$ cat config.mk
export PLATFORM = sky130hd
export DESIGN_NAME = rdi_result_port
export DESIGN_NICKNAME = d
export VERILOG_FILES = /design/src/logic/rdi_pkg.sv /design/src/logic/rdi_sync.sv /design/src/logic/rdi_crc.sv /design/src/logic/rdi_result_port.sv
export VERILOG_INCLUDE_DIRS = /design/src /design/src/logic
export SDC_FILE = /design/constraint.sdc
export NUM_CORES = 1
export LEC_CHECK = 0
export ABC_AREA = 1
export BUFFER_PORTS_ARGS = -buffer_cell sky130_fd_sc_hd__buf_2
export CELL_PAD_IN_SITES_DETAIL_PLACEMENT = 0
export CELL_PAD_IN_SITES_GLOBAL_PLACEMENT = 2
export CORE_MARGIN = 2
export CORE_UTILIZATION = 31
export CTS_CLUSTER_DIAMETER = 80
export CTS_CLUSTER_SIZE = 24
export DETAILED_ROUTE_END_ITERATION = 10
export GPL_TIMING_DRIVEN = 0
export MAX_ROUTING_LAYER = met4
export PLACE_DENSITY_LB_ADDON = 0.1
export SLEW_MARGIN = 20
export SYNTH_ARGS = -nofsm -noshare
export SYNTH_HDL_FRONTEND = slang
export SYNTH_SLANG_ARGS = --single-unit
$ cat constraint.sdc
create_clock -name clk_sys -period 2.3 [get_ports clk_sys]
set_input_delay 0.345 -clock clk_sys [delete_from_list [all_inputs] [get_ports clk_sys]]
set_output_delay 0.345 -clock clk_sys [all_outputs]
set_load 0.01 [all_outputs]
$ cat src/logic/rdi_defines.svh
`ifndef RDI_DEFINES_SVH
`define RDI_DEFINES_SVH

// Configuration register offsets
`define RDI_ADDR_CFG_A      8'h15
`define RDI_ADDR_CFG_C      8'h17

// Configuration A field positions
`define RDI_A_CHECK_BIT     0
`define RDI_A_LANES_BIT     4
`define RDI_A_MODE_BIT      5
`define RDI_A_BUSY_BIT      7
`define RDI_A_WR_MASK       8'h31

// Configuration C field positions
`define RDI_C_DRIVE_LSB     0
`define RDI_C_DRIVE_MSB     1
`define RDI_C_SELFCLK_BIT   4
`define RDI_C_WR_MASK       8'h13

// Reset values
`define RDI_CFG_A_RESET     8'h00
`define RDI_CFG_C_RESET     8'h01

// Drive amplitude codes: 185, 240 and 325 mV p-p
`define RDI_DRIVE_LOW       2'h0
`define RDI_DRIVE_MID       2'h1
`define RDI_DRIVE_HIGH      2'h2

// Fixed interface check pattern
`define RDI_CHECK_PATTERN   20'hAC5D6

// Field widths and record lengths in bits
`define RDI_RES_W           20
`define RDI_EXT_W           24
`define RDI_CRC_W           24
`define RDI_REC_W           48
`define RDI_LEN_SPI         6'h30
`define RDI_LEN_DIFF        6'h2C
`define RDI_LEN_CHECK       6'h14

// Active lane counts
`define RDI_LANES_ONE       3'h1
`define RDI_LANES_TWO       3'h2
`define RDI_LANES_FOUR      3'h4

`endif

$ cat src/logic/rdi_pkg.sv
`default_nettype none

package rdi_pkg;

    // Shifter states
    typedef enum logic {
        RDI_IDLE,
        RDI_SHIFT
    } rdi_state_e;

    // Output drive amplitude code
    typedef logic [1:0] rdi_drive_t;

endpackage

`default_nettype wire

$ cat src/logic/rdi_sync.sv
`timescale 1ns/1ns
`default_nettype none

module rdi_sync #(
    parameter int               WIDTH   = 1,
    parameter logic [WIDTH-1:0] RST_VAL = '0
) (
    input  wire logic             clk_sys,
    input  wire logic             sys_rst,
    input  wire logic [WIDTH-1:0] asyncIn,
    output var  logic [WIDTH-1:0] syncOut
);

    logic [WIDTH-1:0] stage1_q;

    // Two flops; only the second stage is visible to logic
    always_ff @(posedge clk_sys or posedge sys_rst) begin
        if (sys_rst) begin
            stage1_q <= RST_VAL;
            syncOut  <= RST_VAL;
        end else begin
            stage1_q <= asyncIn;
            syncOut  <= stage1_q;
        end
    end

endmodule

`default_nettype wire

$ cat src/logic/rdi_crc.sv
`timescale 1ns/1ns
`default_nettype none
`include "rdi_defines.svh"

module rdi_crc #(
    parameter logic [`RDI_CRC_W-1:0] POLY = 24'h864CFB,
    parameter logic [`RDI_CRC_W-1:0] SEED = 24'hFFFFFF
) (
    input  wire logic [`RDI_EXT_W-1:0] dataIn,
    output logic      [`RDI_CRC_W-1:0] crcOut
);

    // Bitwise MSB-first CRC over one word; fresh seed per record
    always_comb begin
        logic [`RDI_CRC_W-1:0] acc;
        logic                  fb;
        acc = SEED;
        fb  = 1'b0;
        for (int i = `RDI_EXT_W - 1; i >= 0; i--) begin
            fb  = acc[`RDI_CRC_W-1] ^ dataIn[i];
            acc = {acc[`RDI_CRC_W-2:0], 1'b0};
            if (fb) begin
                acc = acc ^ POLY;
            end
        end
        crcOut = acc;
    end

endmodule

`default_nettype wire

$ cat src/logic/rdi_result_port.sv
`timescale 1ns/1ns
`default_nettype none
`include "rdi_defines.svh"

// Functional notes
// Check enable sends fixed 20-bit pattern
// Pattern 0xAC5D6; results resume when cleared
// No results consumed while check enabled
// Host enables check only when idle
// Three drive amplitudes, middle after reset
// Mode bit set selects CMOS serial
// CMOS mode disables all differential drivers
// Self clock, drive level ignored in CMOS
// One or four CMOS lanes, host clock
// Bits change on serial clock falling edge
// Lane bit resets 0; 1 means four
// Lane bit also sets differential lanes
// 24-bit CRC appended to every result record
// Result CRC separate from configuration checksum
// CMOS results sign extended to 24 bits
// MSB first; host may stop early
// CRC polynomial, seed, lane order parameters
// Mode and lanes change only between records
module rdi_result_port
    import rdi_pkg::*;
#(
    parameter logic [`RDI_CRC_W-1:0] CRC_POLY        = 24'h864CFB,
    parameter logic [`RDI_CRC_W-1:0] CRC_SEED        = 24'hFFFFFF,
    parameter bit                    LANE0_TAKES_MSB = 1'b1
) (
    input  wire logic                 clk_sys,
    input  wire logic                 sys_rst,
    // Configuration port register access
    input  wire logic                 cfgWrEn,
    input  wire logic [7:0]           cfgAddr,
    input  wire logic [7:0]           cfgWrData,
    output logic      [7:0]           cfgRdData,
    // Results from the FIFO
    input  wire logic                 resValid,
    input  wire logic [`RDI_RES_W-1:0] resData,
    output logic                      resReady,
    // Host pins
    input  wire logic                 result_serial_clock,
    input  wire logic                 resultSelect_n,
    // CMOS data lanes
    output logic      [3:0]           result_serial_out_lane,
    output logic      [3:0]           resultLaneOe,
    // Differential lanes and echo clock
    output logic      [1:0]           diffLanePos,
    output logic      [1:0]           diffLaneNeg,
    output logic                      echo_clock_out_pos,
    output logic                      echo_clock_out_neg,
    output logic      [1:0]           diffLaneEnable,
    output logic                      echoClockEnable,
    output rdi_drive_t                output_drive_level
);

    // Active lanes for a mode and lane bit
    function automatic logic [2:0] laneCount(input logic spiMode, input logic wide);
        if (!wide) begin
            laneCount = `RDI_LANES_ONE;
        end else if (spiMode) begin
            laneCount = `RDI_LANES_FOUR;
        end else begin
            laneCount = `RDI_LANES_TWO;
        end
    endfunction

    // Unsupported drive code falls back to the middle amplitude
    function automatic rdi_drive_t driveCode(input logic [1:0] raw);
        if (raw == `RDI_DRIVE_LOW || raw == `RDI_DRIVE_HIGH) begin
            driveCode = raw;
        end else begin
            driveCode = `RDI_DRIVE_MID;
        end
    endfunction

    logic [7:0]            cfgA_q;
    logic [7:0]            cfgC_q;
    rdi_state_e            state_q;
    rdi_state_e            state_d;
    logic [`RDI_REC_W-1:0] shift_q;
    logic [5:0]            remain_q;
    logic [5:0]            remain_d;
    logic                  spiLatched_q;
    logic [2:0]            lanes_q;
    logic                  sclkPrev_q;
    logic [3:0]            laneData_q;
    logic                  echo_q;
    rdi_drive_t            drive_q;
    logic                  sclkSync;
    logic                  selN_sync;

    // Pins cross into clk_sys before use
    // Flops reset to the pins' idle high, so no false select or fall after reset
    rdi_sync #(
        .WIDTH   (2),
        .RST_VAL (2'h3)
    ) u_pin_sync (
        .clk_sys (clk_sys),
        .sys_rst (sys_rst),
        .asyncIn ({result_serial_clock, resultSelect_n}),
        .syncOut ({sclkSync, selN_sync})
    );

    // Register decode
    wire        wrA        = cfgWrEn && (cfgAddr == `RDI_ADDR_CFG_A);
    wire        wrC        = cfgWrEn && (cfgAddr == `RDI_ADDR_CFG_C);
    wire        checkEn    = cfgA_q[`RDI_A_CHECK_BIT];
    wire        wideLanes  = cfgA_q[`RDI_A_LANES_BIT];
    wire        spiMode    = cfgA_q[`RDI_A_MODE_BIT];
    wire        selfClock  = cfgC_q[`RDI_C_SELFCLK_BIT];
    wire [1:0]  driveRaw   = cfgC_q[`RDI_C_DRIVE_MSB:`RDI_C_DRIVE_LSB];
    wire        busy       = (state_q == RDI_SHIFT);

    // Readback; busy shows the shifter is mid record
    wire [7:0]  rdA        = (cfgA_q & `RDI_A_WR_MASK) | ({7'h00, busy} << `RDI_A_BUSY_BIT);
    wire [7:0]  rdC        = cfgC_q & `RDI_C_WR_MASK;
    assign cfgRdData = (cfgAddr == `RDI_ADDR_CFG_A) ? rdA :
                       (cfgAddr == `RDI_ADDR_CFG_C) ? rdC :
                                                      8'h00;

    // Configuration A; bits outside the mask read zero, except bit 7, which reads busy
    always_ff @(posedge clk_sys or posedge sys_rst) begin
        if (sys_rst) begin
            cfgA_q <= `RDI_CFG_A_RESET;
        end else if (wrA) begin
            cfgA_q <= cfgWrData & `RDI_A_WR_MASK;
        end
    end

    // Configuration C; drive level and self clock
    always_ff @(posedge clk_sys or posedge sys_rst) begin
        if (sys_rst) begin
            cfgC_q <= `RDI_CFG_C_RESET;
        end else if (wrC) begin
            cfgC_q <= cfgWrData & `RDI_C_WR_MASK;
        end
    end

    // Host clock edges, seen on the synchronised copy only
    wire        sclkFall   = sclkPrev_q && !sclkSync;
    wire        selected   = !selN_sync;

    // Record assembly from the FIFO word
    wire [`RDI_EXT_W-1:0] resExt =
        {{(`RDI_EXT_W - `RDI_RES_W){resData[`RDI_RES_W-1]}}, resData};
    logic [`RDI_CRC_W-1:0] resCrc;

    // Result CRC has its own engine, apart from the configuration port
    rdi_crc #(
        .POLY (CRC_POLY),
        .SEED (CRC_SEED)
    ) u_result_crc (
        .dataIn (resExt),
        .crcOut (resCrc)
    );

    // Record layouts, MSB first at the top of the shifter
    wire [`RDI_REC_W-1:0] recSpi   = {resExt, resCrc};
    wire [`RDI_REC_W-1:0] recDiff  =
        {resData, resCrc, {(`RDI_REC_W - `RDI_RES_W - `RDI_CRC_W){1'b0}}};
    wire [`RDI_REC_W-1:0] recCheck =
        {`RDI_CHECK_PATTERN, {(`RDI_REC_W - `RDI_RES_W){1'b0}}};

    // Start a record when idle, the host selects and something is ready
    wire        idleSel    = (state_q == RDI_IDLE) && selected;
    wire        loadCheck  = idleSel && checkEn;
    wire        loadResult = idleSel && !checkEn && resValid;
    wire        load       = loadCheck || loadResult;

    // Results withheld while the pattern runs
    assign resReady = idleSel && !checkEn;

    // Settings frozen per record
    wire [2:0]  loadLanes  = laneCount(spiMode, wideLanes);
    wire [5:0]  loadLen    = checkEn ? `RDI_LEN_CHECK :
                             spiMode ? `RDI_LEN_SPI   : `RDI_LEN_DIFF;
    wire [`RDI_REC_W-1:0] loadRec = checkEn ? recCheck :
                                    spiMode ? recSpi   : recDiff;

    wire        lastStep   = (remain_q <= {3'h0, lanes_q});
    wire        abort      = busy && !selected;
    wire        advance    = busy && sclkFall;

    // Next state of the shifter; a record loads only from idle
    always_comb begin
        state_d  = state_q;
        remain_d = remain_q;
        unique case (state_q)
            RDI_IDLE: begin
                if (load) begin
                    state_d  = RDI_SHIFT;
                    remain_d = loadLen;
                end
            end
            RDI_SHIFT: begin
                if (abort) begin
                    state_d  = RDI_IDLE;
                    remain_d = 6'h00;
                end else if (advance && lastStep) begin
                    state_d  = RDI_IDLE;
                    remain_d = 6'h00;
                end else if (advance) begin
                    remain_d = remain_q - {3'h0, lanes_q};
                end
            end
        endcase
    end

    // Shifter control; a host that leaves early drops the tail
    always_ff @(posedge clk_sys or posedge sys_rst) begin
        if (sys_rst) begin
            state_q  <= RDI_IDLE;
            remain_q <= 6'h00;
        end else begin
            state_q  <= state_d;
            remain_q <= remain_d;
        end
    end

    // Mode and lane count frozen at record load
    always_ff @(posedge clk_sys or posedge sys_rst) begin
        if (sys_rst) begin
            spiLatched_q <= 1'b0;
            lanes_q      <= `RDI_LANES_ONE;
        end else if (load) begin
            spiLatched_q <= spiMode;
            lanes_q      <= loadLanes;
        end
    end

    // Next shifter contents, MSB first, lanes bits per falling edge
    wire [`RDI_REC_W-1:0] shift_d = load    ? loadRec :
                                    advance ? (shift_q << lanes_q) :
                                              shift_q;

    // Data shifter
    always_ff @(posedge clk_sys or posedge sys_rst) begin
        if (sys_rst) begin
            shift_q <= '0;
        end else begin
            shift_q <= shift_d;
        end
    end

    // Lane mapping of the top bits; order chosen by parameter
    logic [3:0] laneNext;
    always_comb begin
        laneNext = 4'h0;
        for (int k = 0; k < 4; k++) begin
            if (k < int'(lanes_q)) begin
                if (LANE0_TAKES_MSB) begin
                    laneNext[k] = shift_q[`RDI_REC_W-1-k];
                end else begin
                    laneNext[k] = shift_q[`RDI_REC_W-int'(lanes_q)+k];
                end
            end
        end
    end

    // Output flops; idle lanes sit low, edge flop starts at the idle high
    always_ff @(posedge clk_sys or posedge sys_rst) begin
        if (sys_rst) begin
            laneData_q <= 4'h0;
            sclkPrev_q <= 1'b1;
            echo_q     <= 1'b0;
        end else begin
            laneData_q <= busy ? laneNext : 4'h0;
            sclkPrev_q <= sclkSync;
            echo_q     <= sclkSync;
        end
    end

    // Drive amplitude; a code outside the three falls back to the middle
    always_ff @(posedge clk_sys or posedge sys_rst) begin
        if (sys_rst) begin
            drive_q <= `RDI_DRIVE_MID;
        end else begin
            drive_q <= driveCode(driveRaw);
        end
    end

    // Lane enables follow the frozen mode while a record runs
    wire        useSpi     = busy ? spiLatched_q : spiMode;
    wire [2:0]  useLanes   = busy ? lanes_q : laneCount(spiMode, wideLanes);
    wire [3:0]  laneMask   = (useLanes == `RDI_LANES_FOUR) ? 4'hF :
                             (useLanes == `RDI_LANES_TWO)  ? 4'h3 : 4'h1;

    // CMOS lanes drive only in CMOS mode while selected
    assign result_serial_out_lane = laneData_q;
    assign resultLaneOe           = (useSpi && selected) ? laneMask : 4'h0;

    // Differential drivers are off entirely in CMOS mode
    assign diffLanePos     = laneData_q[1:0];
    assign diffLaneNeg     = ~laneData_q[1:0];
    assign diffLaneEnable  = useSpi ? 2'h0 : laneMask[1:0];
    // Self clock and amplitude only matter for differential output
    assign echoClockEnable = !useSpi && !selfClock;
    assign echo_clock_out_pos = echoClockEnable && echo_q;
    assign echo_clock_out_neg = echoClockEnable && !echo_q;
    assign output_drive_level = useSpi ? `RDI_DRIVE_MID : drive_q;

endmodule

`default_nettype wire

==> results of run 1 <==
metal layers:
| layer | GRT usage [%] | up-vias | share of wire, % |
|---|---|---|---|
| li1 | - | 3565 | - |
| met1 | 35.3 | 3514 | 47 |
| met2 | 38.9 | 212 | 45 |
| met3 | 3.59 | 43 | 5.3 |
| met4 | 7.80 | 0 | 2.3 |
| met5 | - | - | 0 |
layout make-up:
class / instances / area share, %
buffer: 55 / 3.93
clock buffer: 10 / 2.43
clock inverter: 6 / 0.724
inverter: 118 / 5.02
multi-input combinational: 751 / 54.4
sequential: 77 / 19.7
tap: 285 / 3.62
timing repair buffer: 132 / 10.2
kinds of logic after synthesis:
family	share of synthesized area, %
compound gates	19.8
xor+xnor	13.1
fa+ha+maj	0.821
buf+inv	10.1
flops	27.6
mux	2.71
other cells	0.0535
simple gates	25.9
sequential cells by signal, summed over array words and instances (netlist names):
register and flops:
spiLatched_q 1, shift_q 48, drive_q 2, sclkPrev_q 1
lanes_q 3, echo_q 1, cfgC_q 3, result_serial_out_lane 4
remain_q 6, busy 1, u_pin_sync.stage1_q 2, u_pin_sync.syncOut 2
cfgA_q 3
cell usage after synthesis (all sizes together) (2+ instances only):
library cell / n
xor2: 79
inv: 115
nor2: 71
ha: 3
mux2i: 19
a22oi: 5
o2111ai: 2
nand3b: 3
nand2: 238
nand3: 61
o22ai: 8
a221oi: 14
a31oi: 7
dfrtp: 69
or2: 9
clkinv: 3
o21ai: 113
a2bb2oi: 4
a211oi: 2
dfstp: 8
o211ai: 4
a22o: 2
a32oi: 3
o221ai: 12
a21oi: 49
buf: 15
clkbuf: 44
nor3: 5
xnor2: 22
o21a: 2
metrics by stage:
stage                     utilization, %  area [sq um]
after floorplan                        -          7160
after global placement              34.8          7810
after detailed placement            34.9          7840
after CTS                           40.9          9170
after global routing                43.9          9850
final                               43.9          9850
power groups by stage:
stage	registers [mW]	logic, mW	clock network [mW]
floorplan	2.11	4.45	0
global placement	2.23	6.11	0
detailed placement	2.23	6.07	0
CTS	2.21	7.35	1.56
global route	2.30	9.34	1.63
finish	2.24	8.65	1.54
worst max-delay path: cells and delay by family:
kind | cells | cell delay, ps
AND/OR/NAND/NOR | 22 | 1770
buffers and inverters | 5 | 560
XOR/XNOR | 2 | 300
AO/OA/AOI/OAI | 2 | 520
path summary, 6_finish.rpt:
kind | endpoint | slack (ps) | cells past startpoint
worst min-delay path | u_pin_sync.stage1_q[1]$_DFF_PP1_ | 80 | 1
worst min register to register | u_pin_sync.syncOut[1]$_DFF_PP1_ | 360 | 0
worst max-delay path | shift_q[11]$_DFFE_PP0P_ | -1020 | 31
worst max register to register | shift_q[22]$_DFFE_PP0P_ | -20 | 7
min in group asynchronous | remain_q[3]$_DFFE_PP0P_ | 520 | 3
max in group asynchronous | cfgC_q[0]$_DFFE_PP1P_ | 1120 | 4
timing repair:
action                                 4_1_cts  5_1_grt
pin swaps                                   50       45
cloned                                       2        0
hold buffers                                 1        0
resized for setup                          148      139
setup endpoints to repair                   66       58
endpoints found under the hold margin        5        0
buffers inserted                            50       22
==> results.cfg, run 1 <==
[status]
outcome = finished with violations
failed_checks = setup timing

[power_and_ir_drop]
design_power_total_mw = 12.4
clock_power_share_pct = 12.4
combinationalPowerShare_pct = 69.6
internal_power_mw = 6.13
power_switching_share_pct = 50.7
power.leakage_nw = 4.46
seqPwrFrac_pct = 18.0
ir_worst_vdd_mv = 0.748
power_density_mw_per_mm2 = 1260
net_switching_mw = 6.31

[job]
maximum_capacitance_violations = 0

[clock_tree]
cts_sinks = 77
htreeDepth = 3
number_of_clock_buffers_inserted_by_tritoncts = 9
clkLatencyLatePin_ps = 360
clk_path_buf_depth = 2
cts_tree = done
clk_transition_reported_paths_ps = 70
root_buffer = clkbuf_16

[floorplan]
boundaryPins = 70
die_h_um = 154
start_util_pct = 31.2
std_cell_rows = 55
dieArea_sq_mm = 0.0238
core_area_sq_mm = 0.0224
die_x_um = 154

[setup_path]
cp_slowest_stage_delay_ps = 360
cp.arrival_ps = 3530
timing_worst_setup_path_type = input pin to register
critical-path-slowest-cell = o211ai_1
critical_path.most_common_cell = nand2_4
startpoint = resData[19]
rr_startpoint = cfgA_q[0]$_DFFE_PP0P_
critPathCaptureType = register
cp.required_ps = 2510
cp_launch_type = input pin
timing.critical_path.fanout_max = 5

[routing]
detail_route.wl_per_cell_um = 20.4
drt_wl_total_mm = 29.3
drtPass1Iterations = 6
drt-initial-drc-count = 478
post_drt_via_cell_ratio = 5.11
drt.antenna.violating_nets = 0
vias = 7334
drc_errors_left = 0

[logic_synthesis]
synth_top_flop_cell = dfrtp_1
synth.ff_latch_count = 77
synth_warnings = 0
yosysUniqueCellTypes = 56
syn-cell-area_sq_mm = 0.00701
average_cell_area_after_synthesis_sq_um = 6.99
netlist_instances = 1002
post-synth-top-area-cell = dfrtp_1
synthTopCellsByArea = dfrtp_1 25%, nand2_1 11%, xor2_1 9.5%
asyncSetResetFlopFracSynth_pct = 100
count_of_flip_flops_with_a_built_in_enable_after_synthesis = 0
synth_seq_area_share_pct = 27.6
synth_top_area_share_pct = 24.6

[sta]
fin_ws_ps = -1020
fin_setup_tns_ps = -21660
layout_worst_path_cycle_share_pct = 144
unrepaired_setup_endpoints_after_global_routing = true
clock-skew-final_ps = 15.0
tightest_slew_ps = 941
setup_viol = 27
achievable-frequency_mhz = 302
worst_slew_margin_rel_pct = 37.2
minimum_clock_period_ps = 3320
timing_hold_violations_final = 0
report.final.slew_viol_count = 0
fin_hold_ws_ps = 79.9

[global_routing]
global_route.usage.total_pct = 25.5
pin_count_of_the_biggest_net_entering_global_routing = 53
antenna_found_initial = 0
grt_overflow = 0
grt_pass1_vias = 7201
grt_pass1_wl_mm = 44.3

[cells_and_area]
finish.net_count = 1190
final-instance-count-excl-fill = 1434
seqCellArea_sq_mm = 0.00194
drive_gt1_share_pct = 33.7
n_antenna_cell = 0
mostFrequentLayoutCell = nand2_1
multiInputGateArea_sq_mm = 0.00536
fill_cells = 2388
syn2layout_area_growth_pct = 40.6
most_used_cells_in_the_layout_excluding_fill_and_tap_cells = 174 x nand2_1, 102 x o21ai_0, 101 x inv_1

[placed_design]
place_congestion = 0.884
portBuffers = 58
dpl_worst_slack_ps = -1860
detailed_place_hpwl_mm = 22.1
place_inst = 1348

[worst_hold_path]
worst_hold_startpoint = result_serial_clock
worst_hold_path_type = input pin to register
Power figures use the tool's default switching activity.
==> inputs of run 2 (changes only) <==
CELL_PAD_IN_SITES_DETAIL_PLACEMENT = 1   (was 0)
CELL_PAD_IN_SITES_GLOBAL_PLACEMENT = 1   (was 2)
CORE_UTILIZATION = 40   (was 31)
==> run 2 against run 1 <==
Against the previous run: the run still ends with setup timing left; routed wire length up 23%; flip-flop and latch count unchanged; global-route usage is 9.4 points higher; non-clock buffer count shrank 3; total power rose by 7.1%; utilization increased by 13 points; design area down 0.62%; sequential power grew 2%; die area down 22%.
==> results.cfg, run 2 (synthesis gave the netlist of run 1 again) <==
[global_routing]
antenna_found_initial = 0
global_route.usage.total_pct = 35.0
pin_count_of_the_biggest_net_entering_global_routing = 41
grt_pass1_wl_mm = 47.0
grt_pass1_vias = 8113
grt_overflow = 0

[routing]
drt.antenna.violating_nets = 0
drc_errors_left = 0
drt_wl_total_mm = 36.0
vias = 8440
drtPass1Iterations = 6
drt-initial-drc-count = 950
detail_route.wl_per_cell_um = 26.2
post_drt_via_cell_ratio = 6.16

[setup_path]
timing_worst_setup_path_type = input pin to register
critical-path-slowest-cell = xor2_2
cp.arrival_ps = 3930
cp_launch_type = input pin
critical_path.most_common_cell = nand2_4
timing.reg2reg.worst_path_depth = 8
cp.required_ps = 2590
cp_slowest_stage_delay_ps = 610
timing.critical_path.fanout_max = 6
cp_cell_sequence = buf_12 -> buf_8 -> nand2_2 -> nand2_2 -> buf_4 -> buf_4 -> xor2_1 -> xor2_2 -> inv_1 -> nand3_4 -> nand2_4 -> nand2_4 -> nand2_4 -> nand2_4 -> nand2_4 -> nand2_4 -> nand2_4 -> nand2_8 -> nand2_8 -> nand2_8 -> nand3_2 -> a21oi_4 -> a2bb2oi_2
critPathCaptureType = register
rrSetupSlack_ps = -100

[cells_and_area]
multiInputGateArea_sq_mm = 0.00546
final-instance-count-excl-fill = 1371
n_antenna_cell = 0
registers.top_by_ff_count = shift_q
finish.net_count = 1187
largest_register_ff_count = 48
drive_gt1_share_pct = 34.4
most_used_cells_in_the_layout_excluding_fill_and_tap_cells = 169 x nand2_1, 100 x o21ai_0, 99 x inv_1
mostFrequentLayoutCell = nand2_1
fill_cells = 2081
seqCellArea_sq_mm = 0.00194
syn2layout_area_growth_pct = 39.7

[power_and_ir_drop]
power.leakage_nw = 4.45
power_density_mw_per_mm2 = 1360
net_switching_mw = 7.18
seqPwrFrac_pct = 17.1
ir_worst_vdd_mv = 0.774
power_switching_share_pct = 53.9
design_power_total_mw = 13.3
internal_power_mw = 6.14
combinationalPowerShare_pct = 70.3
clock_power_share_pct = 12.6

[sta]
minimum_clock_period_ps = 3640
timing_hold_violations_final = 0
clock-skew-final_ps = 14.3
worst_slew_margin_rel_pct = 40.2
achievable-frequency_mhz = 275
unrepaired_setup_endpoints_after_global_routing = true
tightest_slew_ps = 897
report.final.slew_viol_count = 0
layout_worst_path_cycle_share_pct = 158
setup_viol = 39
fin_ws_ps = -1340

[status]
failed_checks = setup timing
outcome = finished with violations

[placed_design]
dpl_worst_slack_ps = -1920
place_inst = 1288
place_congestion = 0.939
detailed_place_hpwl_mm = 21.2
portBuffers = 58

[clock_tree]
cts_sinks = 77
clkLatencyLatePin_ps = 370
clk_transition_reported_paths_ps = 80
clk_path_buf_depth = 2
number_of_clock_buffers_inserted_by_tritoncts = 9
cts_tree = done
htreeDepth = 3
root_buffer = clkbuf_16

[floorplan]
dieArea_sq_mm = 0.0186
boundaryPins = 70
start_util_pct = 40.7
die_x_um = 136
core_area_sq_mm = 0.0172
std_cell_rows = 48
die_h_um = 136

[job]
maximum_capacitance_violations = 0

[worst_hold_path]
worst_hold_path_type = input pin to async pin
-- run 2: cell types whose count changed in the layout (fill, tap and decap cells not counted), moves of 4 or more --
cell,delta
nand2_1,-5
buf_4,+10
xor2_1,-6
buf_2,+5
xor2_4,+4
nand2_4,+8
clkbuf_2,-5
buf_6,-6
-- run 2: through the flow --
step           hold slack (ps)  utilization [%]  TNS (ps)  instance area, sq um
2_1_floorplan              345                -    -21560                  7160
3_3_place_gp               346             44.9   -142650                  7730
3_5_place_dp               347             45.0    -60260                  7760
4_1_cts                   39.6             52.6    -19910                  9070
5_1_grt                   69.0             56.8    -33200                  9790
6_report                  22.5             56.8    -30220                  9790
-- run 2: worst paths after layout --
path	from	to
setup / recovery	resData[19]	shift_q[10]$_DFFE_PP0P_
hold / removal	sys_rst	shift_q[37]$_DFFE_PP0P_
max in group asynchronous	sys_rst	lanes_q[0]$_DFFE_PP1N_
hold reg to reg	u_pin_sync.stage1_q[0]$_DFF_PP1_	u_pin_sync.syncOut[0]$_DFF_PP1_
setup reg to reg	cfgA_q[5]$_DFFE_PP0P_	shift_q[29]$_DFFE_PP0P_
min in group clk_sys	resultSelect_n	u_pin_sync.stage1_q[0]$_DFF_PP1_
-- run 2: worst max-delay path, delay by kind of cell --
family | cells | cell delay [ps]
simple gates | 14 | 1380
buf+inv | 5 | 800
xor+xnor | 2 | 930
compound gates | 2 | 450
-- run 2: final cells by class --
| type | instances | area share [%] |
|---|---|---|
| inverters | 118 | 5.05 |
| clock buffers | 9 | 2.30 |
| repair buffers | 129 | 9.24 |
| flip-flops and latches | 77 | 19.8 |
| well taps | 225 | 2.88 |
| clock inverters | 7 | 1.09 |
| plain buffers | 55 | 3.81 |
| multi-input cells | 751 | 55.8 |
-- run 2: what timing repair did --
item / 4_1_cts / 5_1_grt
setup endpoints to repair: 66 / 57
gates cloned: 2 / 0
resized for setup: 158 / 136
hold buffers: 0 / 0
setup buffers: 43 / 29
pin swaps: 54 / 54
-- run 2: routing by layer --
metal | up-vias | part of all wire (%) | track usage (%)
li1 | 3555 | - | -
met1 | 4103 | 38 | 43.9
met2 | 553 | 47 | 56.4
met3 | 229 | 8.7 | 5.67
met4 | 0 | 6.5 | 13.5
met5 | - | 0 | -
-- run 2: power groups by stage --
| stage | combinational [mW] | sequential [mW] | clock (mW) |
|---|---|---|---|
| 6_report | 9.36 | 2.28 | 1.68 |
| 5_1_grt | 9.80 | 2.32 | 1.72 |
| 4_1_cts | 7.46 | 2.21 | 1.67 |
| 3_5_place_dp | 6.08 | 2.23 | 0 |
| 3_3_place_gp | 5.98 | 2.21 | 0 |
| 2_1_floorplan | 4.45 | 2.11 | 0 |
